$ cat src/hw/lsam_map.svh
// Register offsets, field positions, reset values and timing counts.
// Included by the link, sync and alarm monitor design files.
`ifndef LSAM_MAP_SVH
`define LSAM_MAP_SVH

`define LSAM_ADDR_TRIM_A 10'h037
`define LSAM_ADDR_SOFT_KICK 10'h06c
`define LSAM_ADDR_TRIM_B 10'h29a
`define LSAM_ADDR_TRIM_C 10'h29b
`define LSAM_ADDR_TRIM_D 10'h29c
`define LSAM_ADDR_LINK_CTL 10'h2c0
`define LSAM_ADDR_ALARM 10'h2c1
`define LSAM_ADDR_HIDE 10'h2c2
`define LSAM_ADDR_SUMMARY 10'h2c3
`define LSAM_ADDR_LANE_ERR 10'h2c4
`define LSAM_ADDR_LINK_STAT 10'h2c5
`define LSAM_ADDR_CHAN_PD 10'h2c6

`define LSAM_TRIM_A_RST 8'h4b
`define LSAM_TRIM_B_RST 8'h0f
`define LSAM_TRIM_C_RST 8'h04
`define LSAM_TRIM_D_RST 8'h1b
`define LSAM_CTL_RST 8'h00
`define LSAM_HIDE_RST 6'h00
`define LSAM_CHAN_PD_RST 2'h0

`define LSAM_CTL_LINK_EN 0
`define LSAM_CTL_SUBCLASS0 1
`define LSAM_CTL_ENC64 2
`define LSAM_CTL_TRIG_EN 3
`define LSAM_CTL_LP_BGCAL 4
`define LSAM_CTL_FG_CAL 5
`define LSAM_CTL_STAT_SEL 6
`define LSAM_CTL_GLOBAL_PD 7

`define LSAM_ALM_CPLL 0
`define LSAM_ALM_SPLL 1
`define LSAM_ALM_LINK 2
`define LSAM_ALM_SYSREF 3
`define LSAM_ALM_CLK 4
`define LSAM_ALM_FIFO 5

`define LSAM_MF_LEN 5'h1f
`define LSAM_ILAS_MF 2'h3
`define LSAM_TRANS_MIN_CLK 500
`define LSAM_TRANS_MAX_CLK 1000
`define LSAM_TRANS_LAST 10'h1f3

`endif

$ cat src/hw/lsam_pkg.sv
// Types shared by the link, sync and alarm monitor design files.
// Assumes nothing beyond a SystemVerilog compiler.
`default_nettype none
package lsam_pkg;
  typedef enum logic [1:0] {
    LSAM_LK_OFF = 2'b00,
    LSAM_LK_CGS = 2'b01,
    LSAM_LK_ILAS = 2'b10,
    LSAM_LK_DATA = 2'b11
  } lsam_link_t;

  typedef struct packed {
    logic [4:0] lmfc_cnt;
    lsam_link_t link_st;
    logic [1:0] ilas_cnt;
    logic [5:0] alarm;
    logic [7:0] lane_err;
    logic [5:0] hide;
    logic [7:0] ctl;
    logic [1:0] chan_pd;
    logic [31:0] trims;
    logic [9:0] trig_cnt;
    logic trig_busy;
    logic sysref_prev;
    logic ball_prev;
    logic pd_prev;
    logic [7:0] rdata;
    logic lmfc_edge;
    logic cgs_active;
    logic ilas_active;
    logic data_active;
    logic serdes_pd;
    logic fifo_rst;
    logic core_transition;
    logic calib_status_pin;
  } lsam_state_t;
endpackage
`default_nettype wire

$ cat src/hw/lsam_sync.sv
// Two flip-flop synchroniser for a bundle of independent level inputs.
// Assumes each bit changes slowly against i_clk; no bus coherence kept.
`default_nettype none
module lsam_sync #(
  parameter int W = 1
) (
  input wire logic i_clk,
  input wire logic i_rst,
  input wire logic [W-1:0] i_async,
  output logic [W-1:0] o_sync
);
  logic [W-1:0] meta_ff;
  logic [W-1:0] sync_ff;

  // The first stage feeds only the second stage.
  always_ff @(posedge i_clk or posedge i_rst) begin
    if (i_rst) begin
      meta_ff <= '0;
      sync_ff <= '0;
    end else begin
      meta_ff <= i_async;
      sync_ff <= meta_ff;
    end
  end

  assign o_sync = sync_ff;
endmodule
`default_nettype wire

$ cat src/hw/lsam_top.sv
// Link timing, sticky alarm monitor and power mode registers.
// Assumes pins are asynchronous, channel clock ticks and lane FIFO
// errors come from logic on i_clk, and one host drives the plain port.
//
// Overview of operation
// - Outside subclass 0, sysref resets multiframe clock (8b/10b) or extended multiblock clock.
// - Without sysref in subclass 0, the multiframe clock runs freely.
// - In subclass 0 8b/10b, sync request starts code group sync then ILAS.
// - Six alarm conditions are detected.
// - Each alarm sets its own sticky bit, cleared by writing one.
// - Unhidden set alarm bits show in the summary register.
// - With alarm select, status pin is high while unhidden alarm present.
// - Channel clock mismatch for one cycle, with both channels powered, sets the clock upset flag.
// - Leaving global power-down sets clock upset; host clears it.
// - With link enabled, disturbed lane FIFO sets that lane's error flag.
// - Link enable low then high resets the serializer FIFO logic.
// - After reset the trims hold high performance values.
// - Third trim trades power against transition glitch size.
// - Triggered core transition lands 500 to 1000 clocks after trigger.
// - Foreground calibration makes no core transitions.
// - Link enable low holds link in reset, serializers down and gated.
//
// The implementer's own choice: the strobed register port.
`default_nettype none
`include "lsam_map.svh"
module lsam_top (
  input wire logic i_clk,
  input wire logic i_rst,
  input wire logic [9:0] i_addr,
  input wire logic [7:0] i_wdata,
  input wire logic i_wr,
  input wire logic i_rd,
  input wire logic i_sysref,
  input wire logic i_sync_n,
  input wire logic i_cal_trigger_ball,
  input wire logic i_pd_pin,
  input wire logic i_cpll_lock,
  input wire logic i_spll_lock,
  input wire logic i_chan_a_clk_tick,
  input wire logic i_chan_b_clk_tick,
  input wire logic [7:0] i_lane_fifo_err,
  output logic [7:0] o_rdata,
  output logic o_lmfc_edge,
  output logic o_cgs_active,
  output logic o_ilas_active,
  output logic o_data_active,
  output logic o_serdes_pd,
  output logic o_fifo_rst,
  output logic [31:0] o_power_trims,
  output logic o_core_transition,
  output logic o_calib_status_pin
);
  lsam_pkg::lsam_state_t st_ff;
  lsam_pkg::lsam_state_t nxt_st;
  logic [5:0] pin_sync;
  logic sysref_s;
  logic sync_n_s;
  logic ball_s;
  logic pd_pin_s;
  logic cpll_s;
  logic spll_s;

  // Every pin passes two flip-flops before any logic reads it.
  lsam_sync #(
    .W(6)
  ) u_pin_sync (
    .i_clk(i_clk),
    .i_rst(i_rst),
    .i_async({i_spll_lock, i_cpll_lock, i_pd_pin, i_cal_trigger_ball,
              i_sync_n, i_sysref}),
    .o_sync(pin_sync)
  );

  assign sysref_s = pin_sync[0];
  assign sync_n_s = pin_sync[1];
  assign ball_s = pin_sync[2];
  assign pd_pin_s = pin_sync[3];
  assign cpll_s = pin_sync[4];
  assign spll_s = pin_sync[5];

  logic link_en;
  logic sub0;
  logic enc64;
  logic fg_cal;
  logic wr_alarm;
  logic wr_lane;
  logic mf_wrap;
  logic sysref_rise;
  logic trig_event;
  logic trig_start;
  logic upset_event;
  logic global_pd;
  logic [5:0] alarm_cond;
  logic [5:0] summary;

  // Decoded controls and alarm causes for the current cycle.
  always_comb begin
    link_en = st_ff.ctl[`LSAM_CTL_LINK_EN];
    sub0 = st_ff.ctl[`LSAM_CTL_SUBCLASS0];
    enc64 = st_ff.ctl[`LSAM_CTL_ENC64];
    fg_cal = st_ff.ctl[`LSAM_CTL_FG_CAL];
    wr_alarm = i_wr && (i_addr == `LSAM_ADDR_ALARM);
    wr_lane = i_wr && (i_addr == `LSAM_ADDR_LANE_ERR);
    mf_wrap = (st_ff.lmfc_cnt == `LSAM_MF_LEN);
    sysref_rise = sysref_s && !st_ff.sysref_prev;
    global_pd = st_ff.ctl[`LSAM_CTL_GLOBAL_PD] || pd_pin_s;
    trig_event = (ball_s && !st_ff.ball_prev) ||
                 (i_wr && (i_addr == `LSAM_ADDR_SOFT_KICK));
    trig_start = trig_event && !st_ff.trig_busy && !fg_cal &&
                 st_ff.ctl[`LSAM_CTL_TRIG_EN] &&
                 st_ff.ctl[`LSAM_CTL_LP_BGCAL];
    // Channel compare only makes sense with both channels powered.
    upset_event = ((i_chan_a_clk_tick != i_chan_b_clk_tick) &&
                   st_ff.chan_pd == 2'h0) ||
                  (st_ff.pd_prev && !global_pd);
    alarm_cond = '0;
    alarm_cond[`LSAM_ALM_CPLL] = !cpll_s;
    alarm_cond[`LSAM_ALM_SPLL] = !spll_s;
    alarm_cond[`LSAM_ALM_LINK] = st_ff.link_st != lsam_pkg::LSAM_LK_DATA;
    alarm_cond[`LSAM_ALM_SYSREF] = sysref_rise && !sub0 && !mf_wrap;
    alarm_cond[`LSAM_ALM_CLK] = upset_event;
    alarm_cond[`LSAM_ALM_FIFO] = link_en && (|i_lane_fifo_err);
  end

  // Next state: registers, multiframe clock, link states, alarms, trigger.
  always_comb begin
    nxt_st = st_ff;
    nxt_st.sysref_prev = sysref_s;
    nxt_st.ball_prev = ball_s;
    nxt_st.pd_prev = global_pd;
    // Host writes to the read-write registers.
    if (i_wr) begin
      case (i_addr)
        `LSAM_ADDR_TRIM_A: nxt_st.trims[31:24] = i_wdata;
        `LSAM_ADDR_TRIM_B: nxt_st.trims[23:16] = i_wdata;
        `LSAM_ADDR_TRIM_C: nxt_st.trims[15:8] = i_wdata;
        `LSAM_ADDR_TRIM_D: nxt_st.trims[7:0] = i_wdata;
        `LSAM_ADDR_LINK_CTL: nxt_st.ctl = i_wdata;
        `LSAM_ADDR_HIDE: nxt_st.hide = i_wdata[5:0];
        `LSAM_ADDR_CHAN_PD: nxt_st.chan_pd = i_wdata[1:0];
        default: nxt_st.ctl = st_ff.ctl;
      endcase
    end
    // Sticky flags: write one clears, a new event in the same cycle wins.
    nxt_st.alarm = (st_ff.alarm & ~(wr_alarm ? i_wdata[5:0] : 6'h00)) |
                   alarm_cond;
    nxt_st.lane_err = (st_ff.lane_err & ~(wr_lane ? i_wdata : 8'h00)) |
                      (link_en ? i_lane_fifo_err : 8'h00);
    // Sysref restarts the clock unless subclass 0 leaves it free running.
    if (sysref_rise && !sub0) begin
      nxt_st.lmfc_cnt = 5'h00;
    end else if (mf_wrap) begin
      nxt_st.lmfc_cnt = 5'h00;
    end else begin
      nxt_st.lmfc_cnt = st_ff.lmfc_cnt + 5'h01;
    end
    // Link state machine; disabled link is held in reset.
    if (!link_en) begin
      nxt_st.link_st = lsam_pkg::LSAM_LK_OFF;
      nxt_st.ilas_cnt = 2'h0;
    end else begin
      case (st_ff.link_st)
        lsam_pkg::LSAM_LK_OFF: begin
          nxt_st.link_st = lsam_pkg::LSAM_LK_CGS;
        end
        lsam_pkg::LSAM_LK_CGS: begin
          if (mf_wrap && enc64) begin
            nxt_st.link_st = lsam_pkg::LSAM_LK_DATA;
          end else if (mf_wrap && sync_n_s) begin
            nxt_st.link_st = lsam_pkg::LSAM_LK_ILAS;
            nxt_st.ilas_cnt = 2'h0;
          end
        end
        lsam_pkg::LSAM_LK_ILAS: begin
          if (!sync_n_s) begin
            nxt_st.link_st = lsam_pkg::LSAM_LK_CGS;
          end else if (mf_wrap && st_ff.ilas_cnt == `LSAM_ILAS_MF) begin
            nxt_st.link_st = lsam_pkg::LSAM_LK_DATA;
          end else if (mf_wrap) begin
            nxt_st.ilas_cnt = st_ff.ilas_cnt + 2'h1;
          end
        end
        lsam_pkg::LSAM_LK_DATA: begin
          if (!enc64 && !sync_n_s) begin
            nxt_st.link_st = lsam_pkg::LSAM_LK_CGS;
          end
        end
        default: nxt_st.link_st = lsam_pkg::LSAM_LK_OFF;
      endcase
    end
    // Transition timer; foreground calibration aborts any pending one.
    nxt_st.core_transition = 1'b0;
    if (fg_cal) begin
      nxt_st.trig_busy = 1'b0;
    end else if (trig_start) begin
      nxt_st.trig_busy = 1'b1;
      nxt_st.trig_cnt = 10'h000;
    end else if (st_ff.trig_busy) begin
      nxt_st.trig_cnt = st_ff.trig_cnt + 10'h001;
      if (st_ff.trig_cnt == `LSAM_TRANS_LAST) begin
        nxt_st.trig_busy = 1'b0;
        nxt_st.core_transition = 1'b1;
      end
    end
    // Registered outputs.
    summary = nxt_st.alarm & ~nxt_st.hide;
    nxt_st.calib_status_pin = nxt_st.ctl[`LSAM_CTL_STAT_SEL] ?
                              (|summary) : nxt_st.trig_busy;
    nxt_st.lmfc_edge = (nxt_st.lmfc_cnt == 5'h00);
    nxt_st.cgs_active = nxt_st.link_st == lsam_pkg::LSAM_LK_CGS;
    nxt_st.ilas_active = nxt_st.link_st == lsam_pkg::LSAM_LK_ILAS;
    nxt_st.data_active = nxt_st.link_st == lsam_pkg::LSAM_LK_DATA;
    nxt_st.serdes_pd = !nxt_st.ctl[`LSAM_CTL_LINK_EN];
    nxt_st.fifo_rst = !nxt_st.ctl[`LSAM_CTL_LINK_EN];
    // Read data stands in the cycle after the read strobe only.
    nxt_st.rdata = 8'h00;
    if (i_rd) begin
      case (i_addr)
        `LSAM_ADDR_TRIM_A: nxt_st.rdata = st_ff.trims[31:24];
        `LSAM_ADDR_TRIM_B: nxt_st.rdata = st_ff.trims[23:16];
        `LSAM_ADDR_TRIM_C: nxt_st.rdata = st_ff.trims[15:8];
        `LSAM_ADDR_TRIM_D: nxt_st.rdata = st_ff.trims[7:0];
        `LSAM_ADDR_LINK_CTL: nxt_st.rdata = st_ff.ctl;
        `LSAM_ADDR_ALARM: nxt_st.rdata = {2'h0, st_ff.alarm};
        `LSAM_ADDR_HIDE: nxt_st.rdata = {2'h0, st_ff.hide};
        `LSAM_ADDR_SUMMARY:
          nxt_st.rdata = {2'h0, st_ff.alarm & ~st_ff.hide};
        `LSAM_ADDR_LANE_ERR: nxt_st.rdata = st_ff.lane_err;
        `LSAM_ADDR_LINK_STAT:
          nxt_st.rdata = {5'h00, st_ff.trig_busy, st_ff.link_st};
        `LSAM_ADDR_CHAN_PD: nxt_st.rdata = {6'h00, st_ff.chan_pd};
        default: nxt_st.rdata = 8'h00;
      endcase
    end
  end

  // State register; trims start at high performance values.
  always_ff @(posedge i_clk or posedge i_rst) begin
    if (i_rst) begin
      st_ff <= '0;
      st_ff.trims <= {`LSAM_TRIM_A_RST, `LSAM_TRIM_B_RST,
                      `LSAM_TRIM_C_RST, `LSAM_TRIM_D_RST};
      st_ff.ctl <= `LSAM_CTL_RST;
      st_ff.hide <= `LSAM_HIDE_RST;
      st_ff.chan_pd <= `LSAM_CHAN_PD_RST;
      st_ff.serdes_pd <= 1'b1;
      st_ff.fifo_rst <= 1'b1;
    end else begin
      st_ff <= nxt_st;
    end
  end

  assign o_rdata = st_ff.rdata;
  assign o_lmfc_edge = st_ff.lmfc_edge;
  assign o_cgs_active = st_ff.cgs_active;
  assign o_ilas_active = st_ff.ilas_active;
  assign o_data_active = st_ff.data_active;
  assign o_serdes_pd = st_ff.serdes_pd;
  assign o_fifo_rst = st_ff.fifo_rst;
  assign o_power_trims = st_ff.trims;
  assign o_core_transition = st_ff.core_transition;
  assign o_calib_status_pin = st_ff.calib_status_pin;
endmodule
`default_nettype wire

$ cat config.mk
export PLATFORM = sky130hd
export DESIGN_NAME = lsam_top
export DESIGN_NICKNAME = d
export VERILOG_FILES = /design/src/hw/lsam_pkg.sv /design/src/hw/lsam_sync.sv /design/src/hw/lsam_top.sv
export VERILOG_INCLUDE_DIRS = /design/src /design/src/hw
export SDC_FILE = /design/constraint.sdc
export NUM_CORES = 1
export LEC_CHECK = 0
export BUFFER_PORTS_ARGS = -buffer_cell sky130_fd_sc_hd__buf_2
export CELL_PAD_IN_SITES_DETAIL_PLACEMENT = 0
export CELL_PAD_IN_SITES_GLOBAL_PLACEMENT = 1
export CORE_ASPECT_RATIO = 1.25
export CORE_UTILIZATION = 48
export CTS_CLUSTER_SIZE = 10
export DETAILED_ROUTE_END_ITERATION = 6
export HOLD_SLACK_MARGIN = 0.08
export PLACE_DENSITY_LB_ADDON = 0.1
export SYNTH_ARGS = -nofsm -noshare
export SYNTH_HDL_FRONTEND = slang
export SYNTH_HIERARCHICAL = 1
export SYNTH_SLANG_ARGS = --single-unit
export TNS_END_PERCENT = 10
$ cat constraint.sdc
create_clock -name i_clk -period 7.6 [get_ports i_clk]
set_clock_uncertainty 0.05 [all_clocks]
set_input_delay 1.9 -clock i_clk [delete_from_list [all_inputs] [get_ports i_clk]]
set_output_delay 1.9 -clock i_clk [all_outputs]
set_load 0.005 [all_outputs]
==> results.toml <==
[run_status]
status = "finished clean"

[floorplan]
ios = 86
start_util = 0.499
core.rowCount = 42
core_um2 = 10700
chipWidth_um = 96.4
dieArea_um2 = 11600
die_height_um = 120

[yosys]
synthCells = 469
synthArstFlopShare = 1.00
yosys_register_bits = 112
synth_edf_count = 0
yosysWarnings = 6
ys.flop_type = "dfrtp_1"
syn_avg_cell_area_um2 = 11.4
synthDistinctLibCells = 58
synth.yosys.seq_area_share = 0.528
syn_nets = 511
netlist_area_um2 = 5350

[final_layout]
syn_to_final_growth_pct = 9.67
drive_gt1_frac = 0.324
n_antenna_cell = 0
fin_nets = 549

[clock_network]
cts_root_buf = "clkbuf_16"
cts_setup_buffers = 0
clk_pin_slew_ns = 0.07
cts_tree = "done"
cts_buffers = 9
cts.sinks = 112
ctsResizeCount = 0
ctsHoldBuffers = 0
clock_path_buffers = 2
htree_levels = 3
insertion_delay_ns = 0.35

[placement]
gp_congestion = 0.840
hpwl_um = 9270
io_buffer_count = 85

[sta]
maxSlewHeadroom = 0.277
max_clock_freq_mhz = 253
rsz0062_at_grt = "no"
timing.hold.ws_ns = 0.301
drv_slew = 0
setup_viol = 0
tightest_slew_ns = 1.08
setup_tns_ns = 0
fin_crit_ns = 3.95
finalHoldViolations = 0
min_period_over_period = 0.519

[global_route]
grt_pass1_wl_um = 20300
grt_use_total = 0.237
first_global_vias = 3762
grt_overflow = 0
grt_max_degree = 70
antenna_found_initial = 0

[critical_path]
required_ns = 7.82
cp_max_fo = 12
cp-start-kind = "primary input"
arrival_ns = 4.17
end_kind = "flip-flop"
crit_type = "primary input to flip-flop"

[detailed_routing]
drt_iter0_drc = 208
ant_nets = 0
drt_pass1_iterations = 4
post_drt_via_cell_ratio = 5.71
drt_wl_total_um = 12600
post_drt_wl_per_cell_um = 19.6
vias = 3680
drc = 0

[hold_path]
hold_path_class = "flip-flop to flip-flop"

[pwr]
ir_drop_mv = 0.140
p_per_area_nw_per_um2 = 225
power.leakage_uw = 0.00279

[run]
cap_violations = 0
==> metrics by stage <==
stage / util / cell area (um^2) / power, uW / std cells / setup WS (ns)
2_1_floorplan: - / 5350 / 799 / 469 / 3.05
3_3_place_gp: 0.519 / 5560 / 848 / 628 / 3.35
3_5_place_dp: 0.519 / 5560 / 854 / 628 / 3.35
4_1_cts: 0.547 / 5860 / 1330 / 644 / 3.70
5_1_grt: 0.547 / 5860 / 1390 / 644 / 3.58
6_report: 0.547 / 5860 / 1320 / 644 / 3.65
==> metal layers <==
metal,part of all wire,vias to the layer above,track usage,routed length (um)
met5,0,-,0,0
met3,0.046,16,0.0456,579
li1,-,1729,-,-
met4,0.017,0,0.0754,214
met1,0.42,1830,0.305,5350
met2,0.51,105,0.397,6460
==> final timing paths <==
check,startpoint,slack [ns],cells after the start,to
max,i_addr[8],3.65,6,o_calib_status_pin$_DFF_PP0_
min,u_pin_sync/meta_ff[0]$_DFF_PP0_,0.30,0,u_pin_sync/o_sync[0]$_DFF_PP0_
max reg2reg,st_ff[96]$_DFF_PP0_,5.63,6,o_calib_status_pin$_DFF_PP0_
min reg2reg,u_pin_sync/meta_ff[0]$_DFF_PP0_,0.30,0,u_pin_sync/o_sync[0]$_DFF_PP0_
max in group asynchronous,i_rst,4.79,3,o_power_trims[8]$_DFFE_PP0P_
min in group asynchronous,i_rst,1.50,2,st_ff[16]$_DFF_PP0_
==> registers in the layout, indices dropped and copies added (netlist names), 6 cells and up <==
signal and cells:
u_pin_sync/o_sync 6, o_power_trims 32, u_pin_sync/meta_ff 6, o_rdata 8
st_ff 50
==> critical path: stages <==
cell	delay, ns
buf_2	0.11
nand4bb_1	0.61
nor4_4	0.78
mux2_2	0.42
a2bb2oi_1	0.16
a31oi_1	0.17
==> placed cells by master, fill, tap and decap left out, types with 3 or more instances in the layout <==
master,Yosys,routed
inv_1,19,18
nand3b_1,4,4
nor4b_1,3,3
a22o_1,8,8
and3_1,5,5
nor3_1,9,9
dfstp_2,14,14
mux2i_1,12,12
nor2_1,25,25
a211oi_1,4,4
nand3_1,8,8
ha_1,4,4
nor3b_1,3,3
xor2_1,7,7
a22oi_1,12,12
nand2_1,33,33
nor2b_1,8,8
nand2b_1,5,5
buf_2,7,85
xnor2_1,5,5
a222oi_1,4,4
mux2_2,43,43
and2_1,5,5
dfrtp_1,98,98
o21ai_0,4,4
and3b_1,3,3
nand4_1,6,6
o41ai_1,4,4
clkbuf_16,0,9
a31oi_1,12,12
or4_1,3,3
a21oi_1,9,9
==> logic make-up after synthesis <==
family,after synthesis,synth area share
multiplexers,55,0.113
AND/OR/NAND/NOR,135,0.142
XOR/XNOR,12,0.0197
flip-flops,112,0.528
AO/OA/AOI/OAI,72,0.102
adder cells (fa/ha/maj),4,0.00936
buffers and inverters,79,0.0861
==> synth_stat cells (5+ instances only) <==
master	count	area (um^2)
a22o_1	8	70.1
mux2_2	43	484
nand2_1	33	124
and3_1	5	31.3
nor2_1	25	93.8
xor2_1	7	61.3
nor3_1	9	45.0
buf_2	7	35.0
a31oi_1	12	75.1
nor2b_1	8	50.1
xnor2_1	5	43.8
a21oi_1	9	45.0
dfrtp_1	98	2450
nand4_1	6	37.5
clkbuf_1	8	30.0
and2_1	5	31.3
nand3_1	8	40.0
nand2b_1	5	31.3
dfstp_2	14	368
inv_1	19	71.3
mux2i_1	12	120
buf_4	41	308
a22oi_1	12	90.1
==> area by class of cell <==
cell class	instances	area, um^2
clock buffers	11	233
clock inverters	5	65.1
fillers	971	4860
inverters	19	73.8
multi-input cells	278	2060
flip-flops and latches	112	2820
well taps	132	165
repair buffers	87	440
==> power by group <==
part           switching (uW)  internal, uW
Sequential               39.8           647
Clock                     219           260
Combinational            85.9          68.4
Total                     345           975
Note: power is estimated with default switching activity, not from simulation.
